## src/shared/isl_defs.svh

```systemverilog
// register indices, field positions, reset values and counts of the synth loop control
`ifndef ISL_DEFS_SVH
`define ISL_DEFS_SVH

`define ISL_IDX_UPDATE     10'h005
`define ISL_IDX_CTRL       10'h200
`define ISL_IDX_REFDIV     10'h201
`define ISL_IDX_STATUS     10'h202
`define ISL_IDX_FB         10'h203
`define ISL_IDX_PD         10'h204
`define ISL_IDX_CHDIV      10'h210
`define ISL_CHDIV_SEL_W    2

`define ISL_BIT_UPDATE     0
`define ISL_BIT_CAL        1

`define ISL_CTRL_RST       8'h00
`define ISL_REFDIV_RST     4'h0
`define ISL_FB_RST         8'h14
`define ISL_FB_MIN         8'h0d
`define ISL_PD_RST         4'h3
`define ISL_PD_MIN         4'h3
`define ISL_PD_MAX         4'hb
`define ISL_PD_RESET_CODE  4'hf
`define ISL_CHDIV_RST      8'h00
`define ISL_PFD_MAX_MHZ    125

`define ISL_CAL_PFD_CYCLES 800000
`define ISL_CAL_STEPS      6
`define ISL_BAND_START     6'h20
`define ISL_CP_SHIFT       2
`define ISL_BOOT_SYNC      2'h2

`endif

```

## src/shared/isl_pkg.sv

```systemverilog
// types shared by the synth loop control
package isl_pkg;
  typedef logic [7:0] isl_byte_t;
  typedef logic [3:0] isl_nib_t;
  typedef logic [5:0] isl_band_t;
  typedef enum logic [1:0] {isl_cal_idle, isl_cal_wait_ref, isl_cal_run} isl_cal_state_t;
endpackage : isl_pkg

```

## src/isl_ctrl.sv

```systemverilog
// integer-N synth loop control: apb registers, divider commit, cp select, vco calibration
`timescale 1ns/1ps
`include "isl_defs.svh"

// Operation
// - reference predivider ratio 1 to 16 sets comparison clock.
// - feedback count is eight bits, usable 13 to 255.
// - post-divider ratio 3 to 11 in four bits.
// - each channel divider divides by 1 to 256.
// - twelve outputs in four groups, one channel divider per group.
// - charge-pump current follows the feedback count for constant bandwidth.
// - power-up calibration only with profile strap, else manual calibrate bit.
// - calibration waits for a valid reference, indefinitely if needed.
// - calibration lasts about 800,000 comparison clock cycles.
// - calibration chooses one of 64 vco bands.
// - calibration resets the post-divider by itself.
module isl_ctrl #(
  parameter int CAL_PFD_CYCLES = `ISL_CAL_PFD_CYCLES
) (
  input  wire logic              pclk,          // apb clock, 20 MHz
  input  wire logic              presetn,       // async reset
  input  wire logic              psel,          // apb select
  input  wire logic              penable,       // apb access phase
  input  wire logic              pwrite,        // apb direction
  input  wire logic [11:0]       paddr,         // apb byte address
  input  wire logic [31:0]       pwdata,        // apb write data
  output logic      [31:0]       prdata,        // apb read data
  output logic                   pready,        // apb ready
  output logic                   pslverr,       // unmapped access
  input  wire logic              ref_valid_i,   // reference validated, async
  input  wire logic              pfd_toggle_i,  // toggles once per comparison cycle
  input  wire logic              vco_above_i,   // vco above target in trial band
  input  wire logic              cal_profile_i, // strap: profile holds calibration
  output isl_pkg::isl_nib_t      ref_div_o,     // predivider ratio minus one
  output isl_pkg::isl_byte_t     fb_count_o,    // feedback count
  output isl_pkg::isl_nib_t      post_div_o,    // post-divider ratio
  output logic                   post_div_rst_o,// post-divider held reset
  output isl_pkg::isl_byte_t     ch_div_a_o,    // group a ratio minus one
  output isl_pkg::isl_byte_t     ch_div_b_o,    // group b ratio minus one
  output isl_pkg::isl_byte_t     ch_div_c_o,    // group c ratio minus one
  output isl_pkg::isl_byte_t     ch_div_d_o,    // group d ratio minus one
  output isl_pkg::isl_byte_t     cp_current_o,  // charge-pump current code
  output isl_pkg::isl_band_t     vco_band_o,    // chosen vco band
  output logic                   cal_busy_o     // calibration in progress
);
  import isl_pkg::*;

  localparam int STEP_TICKS = CAL_PFD_CYCLES / `ISL_CAL_STEPS;

  // ----------------------------------------------------------------
  // helpers
  // ----------------------------------------------------------------
  function automatic logic is_chdiv(input logic [9:0] idx);
    return idx[9:`ISL_CHDIV_SEL_W] == 8'(`ISL_IDX_CHDIV >> `ISL_CHDIV_SEL_W);
  endfunction : is_chdiv

  // bandwidth stays flat when current rises with the count
  function automatic isl_byte_t cp_code(input isl_byte_t n);
    return n >> `ISL_CP_SHIFT;
  endfunction : cp_code

  // ----------------------------------------------------------------
  // apb slave
  // ----------------------------------------------------------------
  logic [9:0]     idx;
  logic           acc;
  logic           wr_en;
  logic           mapped;
  isl_byte_t      ctrl_pend_r;
  isl_nib_t       refdiv_pend_r;
  isl_byte_t      fb_pend_r;
  isl_nib_t       pd_pend_r;
  isl_byte_t      ch_pend_r [4];
  isl_byte_t      ch_act_r  [4];
  logic           cal_act_r;
  logic           commit_r;
  isl_byte_t      rd_byte;
  isl_cal_state_t state_r;
  isl_cal_state_t state_nxt;
  isl_band_t      band_r;

  assign idx    = paddr[11:2];
  assign acc    = psel && penable && pready;
  assign wr_en  = acc && pwrite;
  assign mapped = is_chdiv(idx) || idx == `ISL_IDX_UPDATE || idx == `ISL_IDX_CTRL ||
                  idx == `ISL_IDX_REFDIV || idx == `ISL_IDX_STATUS ||
                  idx == `ISL_IDX_FB || idx == `ISL_IDX_PD;

  always_comb begin
    rd_byte = 8'h00;
    if (is_chdiv(idx)) begin
      rd_byte = ch_pend_r[idx[`ISL_CHDIV_SEL_W-1:0]];
    end else begin
      case (idx)
        `ISL_IDX_CTRL:   rd_byte = ctrl_pend_r;
        `ISL_IDX_REFDIV: rd_byte = {4'h0, refdiv_pend_r};
        `ISL_IDX_STATUS: rd_byte = {band_r, state_r == isl_cal_wait_ref,
                                    state_r != isl_cal_idle};
        `ISL_IDX_FB:     rd_byte = fb_pend_r;
        `ISL_IDX_PD:     rd_byte = {4'h0, pd_pend_r};
        default:         rd_byte = 8'h00;
      endcase
    end
  end

  // one wait state: ready rises in the second access cycle
  always_ff @(posedge pclk or negedge presetn) begin
    if (!presetn) begin
      pready  <= 1'b0;
      prdata  <= 32'h0;
      pslverr <= 1'b0;
    end else begin
      pready  <= psel && penable && !pready;
      prdata  <= (psel && penable && !pready && !pwrite) ? {24'h0, rd_byte} : 32'h0;
      pslverr <= psel && penable && !pready && !mapped;
    end
  end

  // pending copies; nothing reaches the loop before the update strobe
  always_ff @(posedge pclk or negedge presetn) begin
    if (!presetn) begin
      ctrl_pend_r   <= `ISL_CTRL_RST;
      refdiv_pend_r <= `ISL_REFDIV_RST;
      fb_pend_r     <= `ISL_FB_RST;
      pd_pend_r     <= `ISL_PD_RST;
      commit_r      <= 1'b0;
      for (int i = 0; i < 4; i++) begin
        ch_pend_r[i] <= `ISL_CHDIV_RST;
      end
    end else begin
      commit_r <= wr_en && idx == `ISL_IDX_UPDATE && pwdata[`ISL_BIT_UPDATE];
      if (wr_en && is_chdiv(idx)) begin
        ch_pend_r[idx[`ISL_CHDIV_SEL_W-1:0]] <= pwdata[7:0];
      end
      if (wr_en) begin
        case (idx)
          `ISL_IDX_CTRL:   ctrl_pend_r   <= pwdata[7:0];
          `ISL_IDX_REFDIV: refdiv_pend_r <= pwdata[3:0];
          `ISL_IDX_FB:     fb_pend_r     <= pwdata[7:0];
          `ISL_IDX_PD:     pd_pend_r     <= pwdata[3:0];
          default:         ;
        endcase
      end
    end
  end

  // ----------------------------------------------------------------
  // commit to the loop
  // ----------------------------------------------------------------
  always_ff @(posedge pclk or negedge presetn) begin
    if (!presetn) begin
      ref_div_o  <= `ISL_REFDIV_RST;
      fb_count_o <= `ISL_FB_RST;
      post_div_o <= `ISL_PD_RST;
      cal_act_r  <= 1'b0;
      for (int i = 0; i < 4; i++) begin
        ch_act_r[i] <= `ISL_CHDIV_RST;
      end
    end else if (commit_r) begin
      ref_div_o  <= refdiv_pend_r;
      cal_act_r  <= ctrl_pend_r[`ISL_BIT_CAL];
      // counts below the usable floor are lifted to it
      fb_count_o <= (fb_pend_r < `ISL_FB_MIN) ? `ISL_FB_MIN : fb_pend_r;
      if (pd_pend_r == `ISL_PD_RESET_CODE) begin
        post_div_o <= `ISL_PD_RESET_CODE;
      end else if (pd_pend_r < `ISL_PD_MIN) begin
        post_div_o <= `ISL_PD_MIN;
      end else if (pd_pend_r > `ISL_PD_MAX) begin
        post_div_o <= `ISL_PD_MAX;
      end else begin
        post_div_o <= pd_pend_r;
      end
      for (int i = 0; i < 4; i++) begin
        ch_act_r[i] <= ch_pend_r[i];
      end
    end
  end

  // four groups, each with its own divider
  assign ch_div_a_o = ch_act_r[0];
  assign ch_div_b_o = ch_act_r[1];
  assign ch_div_c_o = ch_act_r[2];
  assign ch_div_d_o = ch_act_r[3];

  always_ff @(posedge pclk or negedge presetn) begin
    if (!presetn) begin
      cp_current_o <= 8'h00;
    end else begin
      cp_current_o <= cp_code(fb_count_o);
    end
  end

  // ----------------------------------------------------------------
  // synchronisers and power-up strap
  // ----------------------------------------------------------------
  logic [1:0] ref_sync_r;
  logic [1:0] above_sync_r;
  logic [1:0] strap_sync_r;
  logic [2:0] pfd_sync_r;
  logic [1:0] boot_r;
  logic       pfd_tick;
  logic       auto_start;
  logic       man_start;

  // pfd toggle must be slow enough for pclk; a prescaled copy is expected
  always_ff @(posedge pclk or negedge presetn) begin
    if (!presetn) begin
      ref_sync_r   <= 2'h0;
      above_sync_r <= 2'h0;
      strap_sync_r <= 2'h0;
      pfd_sync_r   <= 3'h0;
      boot_r       <= 2'h0;
    end else begin
      ref_sync_r   <= {ref_sync_r[0], ref_valid_i};
      above_sync_r <= {above_sync_r[0], vco_above_i};
      strap_sync_r <= {strap_sync_r[0], cal_profile_i};
      pfd_sync_r   <= {pfd_sync_r[1:0], pfd_toggle_i};
      if (boot_r != `ISL_BOOT_SYNC + 2'h1) begin
        boot_r <= boot_r + 2'h1;
      end
    end
  end

  assign pfd_tick   = pfd_sync_r[2] ^ pfd_sync_r[1];
  // strap sampled once, after it has crossed the synchroniser
  assign auto_start = boot_r == `ISL_BOOT_SYNC && strap_sync_r[1];
  assign man_start  = commit_r && ctrl_pend_r[`ISL_BIT_CAL] && !cal_act_r;

  // ----------------------------------------------------------------
  // vco calibration: successive approximation over 64 bands
  // ----------------------------------------------------------------
  logic [19:0] tick_cnt_r;
  logic [2:0]  bit_idx_r;
  logic        step_end;

  assign step_end = state_r == isl_cal_run && pfd_tick &&
                    tick_cnt_r == 20'(STEP_TICKS - 1);

  always_comb begin
    state_nxt = state_r;
    case (state_r)
      isl_cal_idle:     if (auto_start || man_start) state_nxt = isl_cal_wait_ref;
      isl_cal_wait_ref: if (ref_sync_r[1]) state_nxt = isl_cal_run;
      isl_cal_run: begin
        if (!ref_sync_r[1]) begin
          state_nxt = isl_cal_wait_ref;
        end else if (step_end && bit_idx_r == 3'h0) begin
          state_nxt = isl_cal_idle;
        end
      end
      default:          state_nxt = isl_cal_idle;
    endcase
  end

  always_ff @(posedge pclk or negedge presetn) begin
    if (!presetn) begin
      state_r    <= isl_cal_idle;
      cal_busy_o <= 1'b0;
    end else begin
      state_r    <= state_nxt;
      cal_busy_o <= state_nxt != isl_cal_idle;
    end
  end

  always_ff @(posedge pclk or negedge presetn) begin
    if (!presetn) begin
      tick_cnt_r <= 20'h0;
      bit_idx_r  <= 3'h5;
      band_r     <= `ISL_BAND_START;
    end else if (state_r != isl_cal_run) begin
      tick_cnt_r <= 20'h0;
      bit_idx_r  <= 3'h5;
      band_r     <= (state_nxt == isl_cal_run) ? `ISL_BAND_START : band_r;
    end else if (pfd_tick) begin
      tick_cnt_r <= step_end ? 20'h0 : tick_cnt_r + 20'h1;
      if (step_end) begin
        band_r[bit_idx_r] <= !above_sync_r[1];
        if (bit_idx_r != 3'h0) begin
          band_r[bit_idx_r - 3'h1] <= 1'b1;
          bit_idx_r                <= bit_idx_r - 3'h1;
        end
      end
    end
  end

  // band reaches the vco only once the search ends
  always_ff @(posedge pclk or negedge presetn) begin
    if (!presetn) begin
      vco_band_o     <= `ISL_BAND_START;
      post_div_rst_o <= 1'b1;
    end else begin
      if (state_r == isl_cal_run && state_nxt == isl_cal_idle) begin
        vco_band_o <= {band_r[5:1], !above_sync_r[1]};
      end
      post_div_rst_o <= (state_nxt != isl_cal_idle) ||
                        (post_div_o == `ISL_PD_RESET_CODE);
    end
  end

  // ----------------------------------------------------------------
  // checks
  // ----------------------------------------------------------------
  a_fb_floor: assert property (@(posedge pclk) disable iff (!presetn)
    fb_count_o >= `ISL_FB_MIN) else $error("feedback count below floor");
  a_pd_legal: assert property (@(posedge pclk) disable iff (!presetn)
    (post_div_o >= `ISL_PD_MIN && post_div_o <= `ISL_PD_MAX) ||
    post_div_o == `ISL_PD_RESET_CODE) else $error("post-divider out of range");
  a_commit_only: assert property (@(posedge pclk) disable iff (!presetn)
    !commit_r |=> $stable(fb_count_o) && $stable(ref_div_o) && $stable(ch_div_a_o))
    else $error("setting moved without update");
  a_commit_take: assert property (@(posedge pclk) disable iff (!presetn)
    commit_r |=> ch_div_d_o == $past(ch_pend_r[3]) && ref_div_o == $past(refdiv_pend_r))
    else $error("update did not apply pending values");
  a_cp_follow: assert property (@(posedge pclk) disable iff (!presetn)
    $past(presetn) |-> cp_current_o == cp_code($past(fb_count_o)))
    else $error("cp current stale");
  a_cal_waits: assert property (@(posedge pclk) disable iff (!presetn)
    state_r == isl_cal_wait_ref && !ref_sync_r[1] |=> cal_busy_o && state_r != isl_cal_run)
    else $error("calibration ran without reference");
  a_cal_launch: assert property (@(posedge pclk) disable iff (!presetn)
    state_r == isl_cal_idle && (auto_start || man_start) |=> cal_busy_o [*2])
    else $error("calibration request lost");
  a_pd_reset: assert property (@(posedge pclk) disable iff (!presetn)
    cal_busy_o |-> post_div_rst_o) else $error("post-divider not reset in calibration");
  a_busy_fall: assert property (@(posedge pclk) disable iff (!presetn)
    $fell(cal_busy_o) |-> $past(state_r) == isl_cal_run && $past(bit_idx_r) == 3'h0)
    else $error("busy fell before band chosen");
endmodule : isl_ctrl

```

## config.mk

```make
export PLATFORM = sky130hd
export DESIGN_NAME = isl_ctrl
export DESIGN_NICKNAME = d
export VERILOG_FILES = /design/src/shared/isl_pkg.sv /design/src/isl_ctrl.sv
export VERILOG_INCLUDE_DIRS = /design/src /design/src/shared
export SDC_FILE = /design/constraint.sdc
export NUM_CORES = 1
export LEC_CHECK = 0
export BUFFER_PORTS_ARGS = -buffer_cell sky130_fd_sc_hd__buf_2
export CELL_PAD_IN_SITES_DETAIL_PLACEMENT = 1
export CELL_PAD_IN_SITES_GLOBAL_PLACEMENT = 1
export CORE_ASPECT_RATIO = 1.5
export CORE_MARGIN = 2
export CORE_UTILIZATION = 40
export CTS_CLUSTER_DIAMETER = 150
export DETAILED_ROUTE_END_ITERATION = 12
export GPL_TIMING_DRIVEN = 0
export PLACE_DENSITY_LB_ADDON = 0.1
export REMOVE_ABC_BUFFERS = 1
export SYNTH_ARGS = -nofsm -noshare
export SYNTH_HDL_FRONTEND = slang
export SYNTH_SLANG_ARGS = --single-unit
```

## constraint.sdc

```tcl
create_clock -name pclk -period 2.23 [get_ports pclk]
set_input_delay 0 -clock pclk [delete_from_list [all_inputs] [get_ports pclk]]
set_output_delay 0 -clock pclk [all_outputs]
set_load 0.005 [all_outputs]
```

==> qor.tcl, run 1 <==
set qor(detail_route.vias_per_cell) 5.12
set qor(power.clock.fraction_pct) 46.4
set qor(synth_fa_ha_area_share_pct) 0.972
set qor(synthArstFlopShare_pct) 100
set qor(boundaryPins) 151
set qor(most-common-layout-cells) {dfrtp_1 (158), mux2_2 (102), buf_2 (97), nor2_1 (56), nand2_1 (39)}
set qor(cp_endpoint_kind) {flop}
set qor(endpoint_of_the_worst_register_to_register_path) {vco_band_o[2]$_DFFE_PN0P_}
set qor(total_number_of_clock_tree_sinks) 172
set qor(regToRegStartpoint) {tick_cnt_r[16]$_DFFE_PN0P_}
set qor(grt_max_degree) 103
set qor(rows) 62
set qor(drt-total-wl_um) 19100
set qor(timing.final.hold_violations) 0
set qor(timing.reg2reg.worst_path_depth) 5
set qor(synth_enable_flop_cells) 0
set qor(cp_data_required_time_ns) 2.54
set qor(synth_area_in_compound_gates_pct) 5.60
set qor(drtIter0Drc) 149
set qor(detail_route.drc_violations) 0
set qor(postSynth.topFlopCell) {dfrtp_1}
set qor(globalRouteTotalUtil_pct) 19.4
set qor(max_cap_viol_count) 0
set qor(clk-insertion-delay-late_ns) 0.43
set qor(floorplan.die_area_um2) 20500
set qor(switching_share_pct) 25.2
set qor(clock_tree.root_cell) {clkbuf_16}
set qor(timing.critical_path.from_type) {flop}
set qor(worst_hold_slack_ns) 0.0321
set qor(timing_worst_slew_pin_value_ns) 0.888
set qor(report.final.setup_viol) 0
set qor(grt_remaining_overflow) 0
set qor(worst_hold_path_type) {in2reg}
set qor(yosys-mux-area-fraction_pct) 19.1
set qor(placed_cells) 955
set qor(drt.antenna.violating_nets) 0
set qor(synth_cells) 622
set qor(slew-limit-headroom_pct) 40.3
set qor(number_of_buffers_between_clock_root_and_the_deepest_sink) 2
set qor(grt_setup_unrepaired) {yes}
set qor(power.share.combinational_pct) 7.2
set qor(synth-simple-area-share_pct) 11.4
set qor(intPower_mw) 5.18
set qor(wire_length_of_the_first_global_routing_pass_um) 31200
set qor(fin_crit_ns) 2.21
set qor(avgRoutedWirePerCell_um) 18.7
set qor(core_area_um2) 19100
set qor(cts.clk_slew.worst_paths_ns) 0.07
set qor(dpl.hpwl_um) 13300
set qor(floorplan.initialDensity_pct) 40.5
set qor(die_w_um) 117
set qor(worst_clock_skew_ns) 0.00814
set qor(register_bit_count_reported_by_yosys) 172
set qor(finalCritPeriodShare_pct) 99.1
set qor(synth-warning-count) 0
set qor(vias) 5230
set qor(tritoncts_buffers) 17
set qor(yosysSeqAreaShare_pct) 55.9
set qor(critical_path.endpoint) {vco_band_o[2]$_DFFE_PN0P_}
set qor(clock.fmax_ghz) 0.452
set qor(worstPathMaxFanout) 6
set qor(drv_slew) 0
set qor(cts_tree) {done}
set qor(cts_max_level) 4
set qor(multiInputGateArea_um2) 3260
set qor(worst_voltage_drop_across_the_vdd_grid_v) 0.000438
set qor(filler_cell_count) 2035
set qor(worst-setup-path-type) {reg2reg}
set qor(status) {finished clean}
set qor(setup.reg_to_reg.worst_slack_ns) 0.02
set qor(yosys_cell_types) 57
set qor(layout.cells.most_common) {dfrtp_1}
set qor(final_non_filler_cell_total) 1021
set qor(worst_ep_arrival_time_ns) 2.52
set qor(mappedNetlistArea_um2) 7720
set qor(synthXorXnorAreaFrac_pct) 2.59
set qor(synth_area_per_cell_um2) 12.4
set qor(routability_congestion_estimate_from_global_placement) 0.788
set qor(netSwitchingPower_mw) 1.74
set qor(p_per_area_nw_per_um2) 734
set qor(io_buffer_count) 98
set qor(power_mw) 6.93
set qor(share_seq_of_total_power_pct) 46.4
set qor(antenna_found_initial) 0
set qor(dr.pass1.iters) 4
set qor(largest_family_of_logic_cells_by_synthesized_area) {multiplexers}
set qor(number_of_inserted_diodes) 0
set qor(die_h_um) 174
set qor(cellLeakagePower_nw) 4.60
set qor(first_global_vias) 5776
set qor(areaGrowthSynthToFinish_pct) 22.1
set qor(register_area_um2) 4320
set qor(nNetsFinal) 811
set qor(startpoint) {tick_cnt_r[16]$_DFFE_PN0P_}
set qor(final_layout_size_suffix_gt1_share_pct) 39.1
## critical path, stage by stage, from the launching register on
cell and delay [ns]:
dfrtp_1 0.42, nor4bb_2 0.34, nand4_2 0.19, or2_4 0.29
or4_4 0.51, mux2_4 0.34
## final cells by class
class,count,share of cell area [%]
repair buffers,134,9.08
multi-input cells,416,34.5
inverters,11,0.438
flip-flops and latches,172,45.8
well taps,256,3.40
clock buffers,18,4.66
clock inverters,14,2.08
## flip-flops by register name (all words and copies together) (netlist names), 8 cells and up
signal       count
ch_div_c_o       8
ch_div_d_o       8
fb_pend_r        8
ch_div_b_o       8
ctrl_pend_r      8
tick_cnt_r      20
ch_div_a_o       8
ch_pend_r       32
prdata           8
fb_count_o       8
## metal layers
metal | up-vias | global-route usage, % | routed length (um)
li1 | 2423 | - | -
met1 | 2700 | 22.4 | 7560
met2 | 80 | 35.4 | 10600
met3 | 27 | 3.51 | 523
met4 | 0 | 8.03 | 426
met5 | - | 0 | 0
## how the worst min path moves through the flow
stage / from / to / slack [ns] / cells after the start
after floorplan: presetn / above_sync_r[0]$_DFF_PN0_ / -0.30 / 0
after detailed placement: presetn / tick_cnt_r[9]$_DFFE_PN0P_ / 0.003 / 1
after CTS: paddr[8] / prdata[1]$_DFF_PN0_ / 0.02 / 4
after global placement: vco_above_i / above_sync_r[0]$_DFF_PN0_ / 0.11 / 1
after global routing: paddr[8] / prdata[1]$_DFF_PN0_ / 0.03 / 4
final: psel / prdata[0]$_DFF_PN0_ / 0.03 / 4
## power groups by stage
stage          clock network [mW]  registers [mW]  logic [mW]
6_report                     3.21            3.22       0.496
5_1_grt                      3.40            3.23       0.555
4_1_cts                      3.28            3.22       0.501
3_5_place_dp                    0            3.28       0.440
3_3_place_gp                    0            3.27       0.421
2_1_floorplan                   0            3.27       0.194
## repair_timing
action,4_1_cts,5_1_grt
pin swaps,7,4
setup endpoints to repair,40,40
resized for setup,14,6
setup buffers,7,7
hold endpoints to repair,133,0
hold buffers,20,0
cloned,0,0
## cells in the mapped netlist, drive strengths merged, types with 3 or more instances
| library cell | number | area, um^2 |
|---|---|---|
| xnor2 | 9 | 78.8 |
| nor4 | 5 | 31.3 |
| nand3b | 3 | 22.5 |
| nor3b | 3 | 27.5 |
| nand2b | 6 | 37.5 |
| a221oi | 3 | 26.3 |
| buf | 31 | 230 |
| nor4b | 5 | 43.8 |
| nor2 | 58 | 223 |
| o211ai | 6 | 45.0 |
| and3 | 4 | 25.0 |
| mux4 | 10 | 225 |
| nor3 | 8 | 50.1 |
| a21oi | 19 | 95.1 |
| o21ai | 14 | 70.1 |
| o22ai | 6 | 37.5 |
| dfstp | 13 | 342 |
| nand4 | 9 | 62.6 |
| ha | 6 | 75.1 |
| a22oi | 3 | 22.5 |
| clkbuf | 17 | 63.8 |
| nor2b | 9 | 56.3 |
| nand2 | 40 | 150 |
| nand3 | 17 | 85.1 |
| mux2 | 107 | 1220 |
| inv | 11 | 41.3 |
| xor2 | 13 | 121 |
| mux2i | 3 | 30.0 |
| dfrtp | 159 | 3980 |
## per-stage QoR
| stage | cell area [um^2] | util [%] | setup TNS [ns] | setup WS [ns] |
|---|---|---|---|---|
| 3_3_place_gp | 8340 | 43.7 | -258.26 | -1.47 |
| 2_1_floorplan | 7520 | - | 0 | 0.0894 |
| 5_1_grt | 9430 | 49.4 | -0.489 | -0.0470 |
| 4_1_cts | 9360 | 49.0 | -0.640 | -0.104 |
| 3_5_place_dp | 8390 | 44.0 | -13.62 | -0.572 |
| 6_report | 9430 | 49.4 | 0 | 0.0194 |
## kinds of logic after synthesis
family | Yosys count
other | 1
xor gates and xnor gates | 22
AOI/OAI and AO/OA | 67
adders and majority gates | 6
buffers and inverters | 59
DFF | 172
and+or+nand+nor | 175
muxes | 120
(Power assumes the default switching activity.)
==> run 2: changes to the inputs <==
--- a/config.mk
+++ b/config.mk
@@ -6,7 +6,7 @@
 export SDC_FILE = /design/constraint.sdc
 export NUM_CORES = 1
 export LEC_CHECK = 0
-export BUFFER_PORTS_ARGS = -buffer_cell sky130_fd_sc_hd__buf_2
+export BUFFER_PORTS_ARGS = -buffer_cell sky130_fd_sc_hd__buf_4
 export CELL_PAD_IN_SITES_DETAIL_PLACEMENT = 1
 export CELL_PAD_IN_SITES_GLOBAL_PLACEMENT = 1
 export CORE_ASPECT_RATIO = 1.5
==> run 2 against run 1 <==
  * The run now ends with setup timing left
  * Combinational power rose by 8.1%
  * Setup slack got worse by 0.036 ns
  * Clock-buffer cell count did not move
  * Flip-flop and latch count did not move
  * Critical path depth did not move
  * Non-clock buffer count rose by 8
  * Clock skew rose by 0.0034 ns
  * Worst hold slack got worse by 0.013 ns
  * Critical endpoint is now vco_band_o[4]$_DFFE_PN0P_
  * Highest routed layer unchanged
==> qor.tcl, run 2 (synthesis results as in run 1) <==
set qor(die_h_um) 174 ;# unchanged
set qor(grt_remaining_overflow) 0 ;# unchanged
set qor(avgRoutedWirePerCell_um) 19.0 ;# +1.6%
set qor(clk-insertion-delay-late_ns) 0.43 ;# about the same
set qor(timing_worst_slew_pin_value_ns) 0.910 ;# +0.0221 ns
set qor(largest-register) {ch_pend_r}
set qor(final_critical_path_setup_slack_ns) -0.0171 ;# -0.0365 ns
set qor(vias) 5351 ;# +2.3%
set qor(cellLeakagePower_nw) 4.63 ;# +0.67%
set qor(boundaryPins) 151 ;# unchanged
set qor(number_of_flip_flops_in_the_largest_register) 32 ;# unchanged
set qor(pre_cts_ws_ns) -0.533 ;# +0.0390 ns
set qor(globalRouteTotalUtil_pct) 19.5 ;# +0.11 points
set qor(grt_max_degree) 129 ;# +25%
set qor(core_area_um2) 19100 ;# unchanged
set qor(dpl.hpwl_um) 13300 ;# about the same
set qor(dr.pass1.iters) 4 ;# unchanged
set qor(layout.cells.most_common) {dfrtp_1}
set qor(drt-total-wl_um) 19500 ;# +2.4%
set qor(worstPathMaxFanout) 6 ;# unchanged
set qor(worst-setup-path-type) {reg2reg}
set qor(clock.fmax_ghz) 0.445 ;# -1.6%
set qor(cts_tree) {done}
set qor(timing.final.hold_violations) 0 ;# unchanged
set qor(die_w_um) 117 ;# unchanged
set qor(drtIter0Drc) 215 ;# +44%
set qor(clock_tree.root_cell) {clkbuf_16}
set qor(nNetsFinal) 819 ;# +0.99%
set qor(final_layout_size_suffix_gt1_share_pct) 39.3 ;# +0.24 points
set qor(floorplan.initialDensity_pct) 40.5 ;# unchanged
set qor(post-route-cell-area_um2) 9710 ;# +2.9%
set qor(report.final.setup_viol) 4 ;# +4
set qor(cts_max_level) 4 ;# unchanged
set qor(detail_route.vias_per_cell) 5.20 ;# +1.5%
set qor(cp_endpoint_kind) {flop}
set qor(fin_crit_ns) 2.25 ;# +0.0365 ns
set qor(io_buffer_count) 98 ;# unchanged
set qor(cts.clk_slew.worst_paths_ns) 0.07 ;# about the same
set qor(p_per_area_nw_per_um2) 688 ;# -6.4%
set qor(worst_voltage_drop_across_the_vdd_grid_v) 0.000461 ;# +5.4%
set qor(status) {finished, violations left}
set qor(worst_clock_skew_ns) 0.0115 ;# +0.00336 ns
set qor(finalCritPeriodShare_pct) 101 ;# +1.6 points
set qor(rows) 62 ;# unchanged
set qor(reg.largest.list) {ch_pend_r (32), tick_cnt_r (20)}
set qor(first_global_vias) 5766 ;# -0.17%
set qor(power_mw) 6.67 ;# -3.7%
set qor(drv_slew) 0 ;# unchanged
set qor(detail_route.drc_violations) 0 ;# unchanged
set qor(filler_cell_count) 2054 ;# +0.93%
set qor(failed_checks) {setup timing}
set qor(max_cap_viol_count) 0 ;# unchanged
set qor(worst_ep_arrival_time_ns) 2.56 ;# +0.04 ns
set qor(timing.critical_path.from_type) {flop}
set qor(number_of_buffers_between_clock_root_and_the_deepest_sink) 2 ;# unchanged
set qor(worst_hold_path_type) {in2reg}
set qor(antenna_found_initial) 0 ;# unchanged
set qor(routability_congestion_estimate_from_global_placement) 0.823 ;# +4.3%
set qor(worst_hold_slack_ns) 0.0195 ;# -0.0126 ns
set qor(total_number_of_clock_tree_sinks) 172 ;# unchanged
set qor(cp_data_required_time_ns) 2.54 ;# about the same
set qor(slew-limit-headroom_pct) 38.8 ;# -1.5 points
set qor(floorplan.die_area_um2) 20500 ;# unchanged
set qor(placedInstanceArea_um2) 8640 ;# +2.9%
set qor(wire_length_of_the_first_global_routing_pass_um) 31300 ;# +0.33%
set qor(tritoncts_buffers) 17 ;# unchanged
set qor(most-common-layout-cells) {dfrtp_1 (158), buf_4 (115), mux2_2 (102), nor2_1 (55), nand2_1 (39)}
set qor(drt.antenna.violating_nets) 0 ;# unchanged
set qor(areaGrowthSynthToFinish_pct) 25.6
set qor(number_of_inserted_diodes) 0 ;# unchanged
set qor(grt_setup_unrepaired) {yes}
run 2: changes by cell type in the layout (fill, tap and decap cells not counted), moves of 2 or more:
cell,change
inv_6,-2
inv_8,+5
bufinv_16,-3
dlygate4sd3_1,+3
buf_4,+102
buf_2,-97
run 2: timing repair:
item                                    in CTS  in global routing
setup buffers                                5                 14
hold buffers                                23                  0
resized for setup                           14                  7
endpoints found under the setup margin      48                 58
pin swaps                                    6                  6
hold endpoints to repair                   230                  0
run 2: metal layers:
| metal | GRT usage (%) | wire length, um |
|---|---|---|
| met3 | 4.00 | 622 |
| met5 | 0 | 0 |
| met1 | 22.6 | 7700 |
| met2 | 36.0 | 10900 |
| met4 | 6.43 | 277 |
run 2: power by group:
part           leakage, nW  switching [mW]  internal, mW  total, mW
clock                0.288            1.40          1.53       2.92
sequential            2.32          0.0453          3.17       3.22
combinational         2.02           0.334         0.202      0.536
run 2: worst max-delay path: stages, from the launching register on:
cell and delay, ns:
dfrtp_1 0.46, xor2_4 0.29, nand4_2 0.22, or2_4 0.31
or4_4 0.51, mux2_4 0.33
run 2: area by class of cell:
type | count | area (um^2) | share of cell area [%]
inverters | 11 | 41.3 | 0.425
repair buffers | 142 | 1180 | 12.1
clock inverters | 14 | 138 | 1.42
clock buffers | 18 | 439 | 4.52
multi-input cells | 416 | 3270 | 33.7
flip-flops and latches | 172 | 4320 | 44.5
well taps | 256 | 320 | 3.30
run 2: through the flow:
stage | util, % | TNS (ns) | instances
after floorplan | - | 0 | 599
after global placement | 45.0 | -22.58 | 953
after detailed placement | 45.3 | -12.09 | 955
after CTS | 50.1 | -0.709 | 1015
after global routing | 50.9 | -1.73 | 1029
final | 50.9 | -0.0568 | 1029
run 2: worst paths after layout:
kind / start / to / slack [ns] / cells after the start
worst max-delay path: pfd_sync_r[1]$_DFF_PN0_ / vco_band_o[4]$_DFFE_PN0P_ / -0.02 / 5
worst min register to register: pfd_sync_r[0]$_DFF_PN0_ / pfd_sync_r[1]$_DFF_PN0_ / 0.35 / 0
min in group asynchronous: presetn / cal_busy_o$_DFF_PN0_ / 0.06 / 2
worst min-delay path: paddr[6] / prdata[7]$_DFF_PN0_ / 0.02 / 4
worst max register to register: pfd_sync_r[1]$_DFF_PN0_ / vco_band_o[4]$_DFFE_PN0P_ / -0.02 / 5
max in group asynchronous: presetn / above_sync_r[1]$_DFF_PN0_ / 1.18 / 3
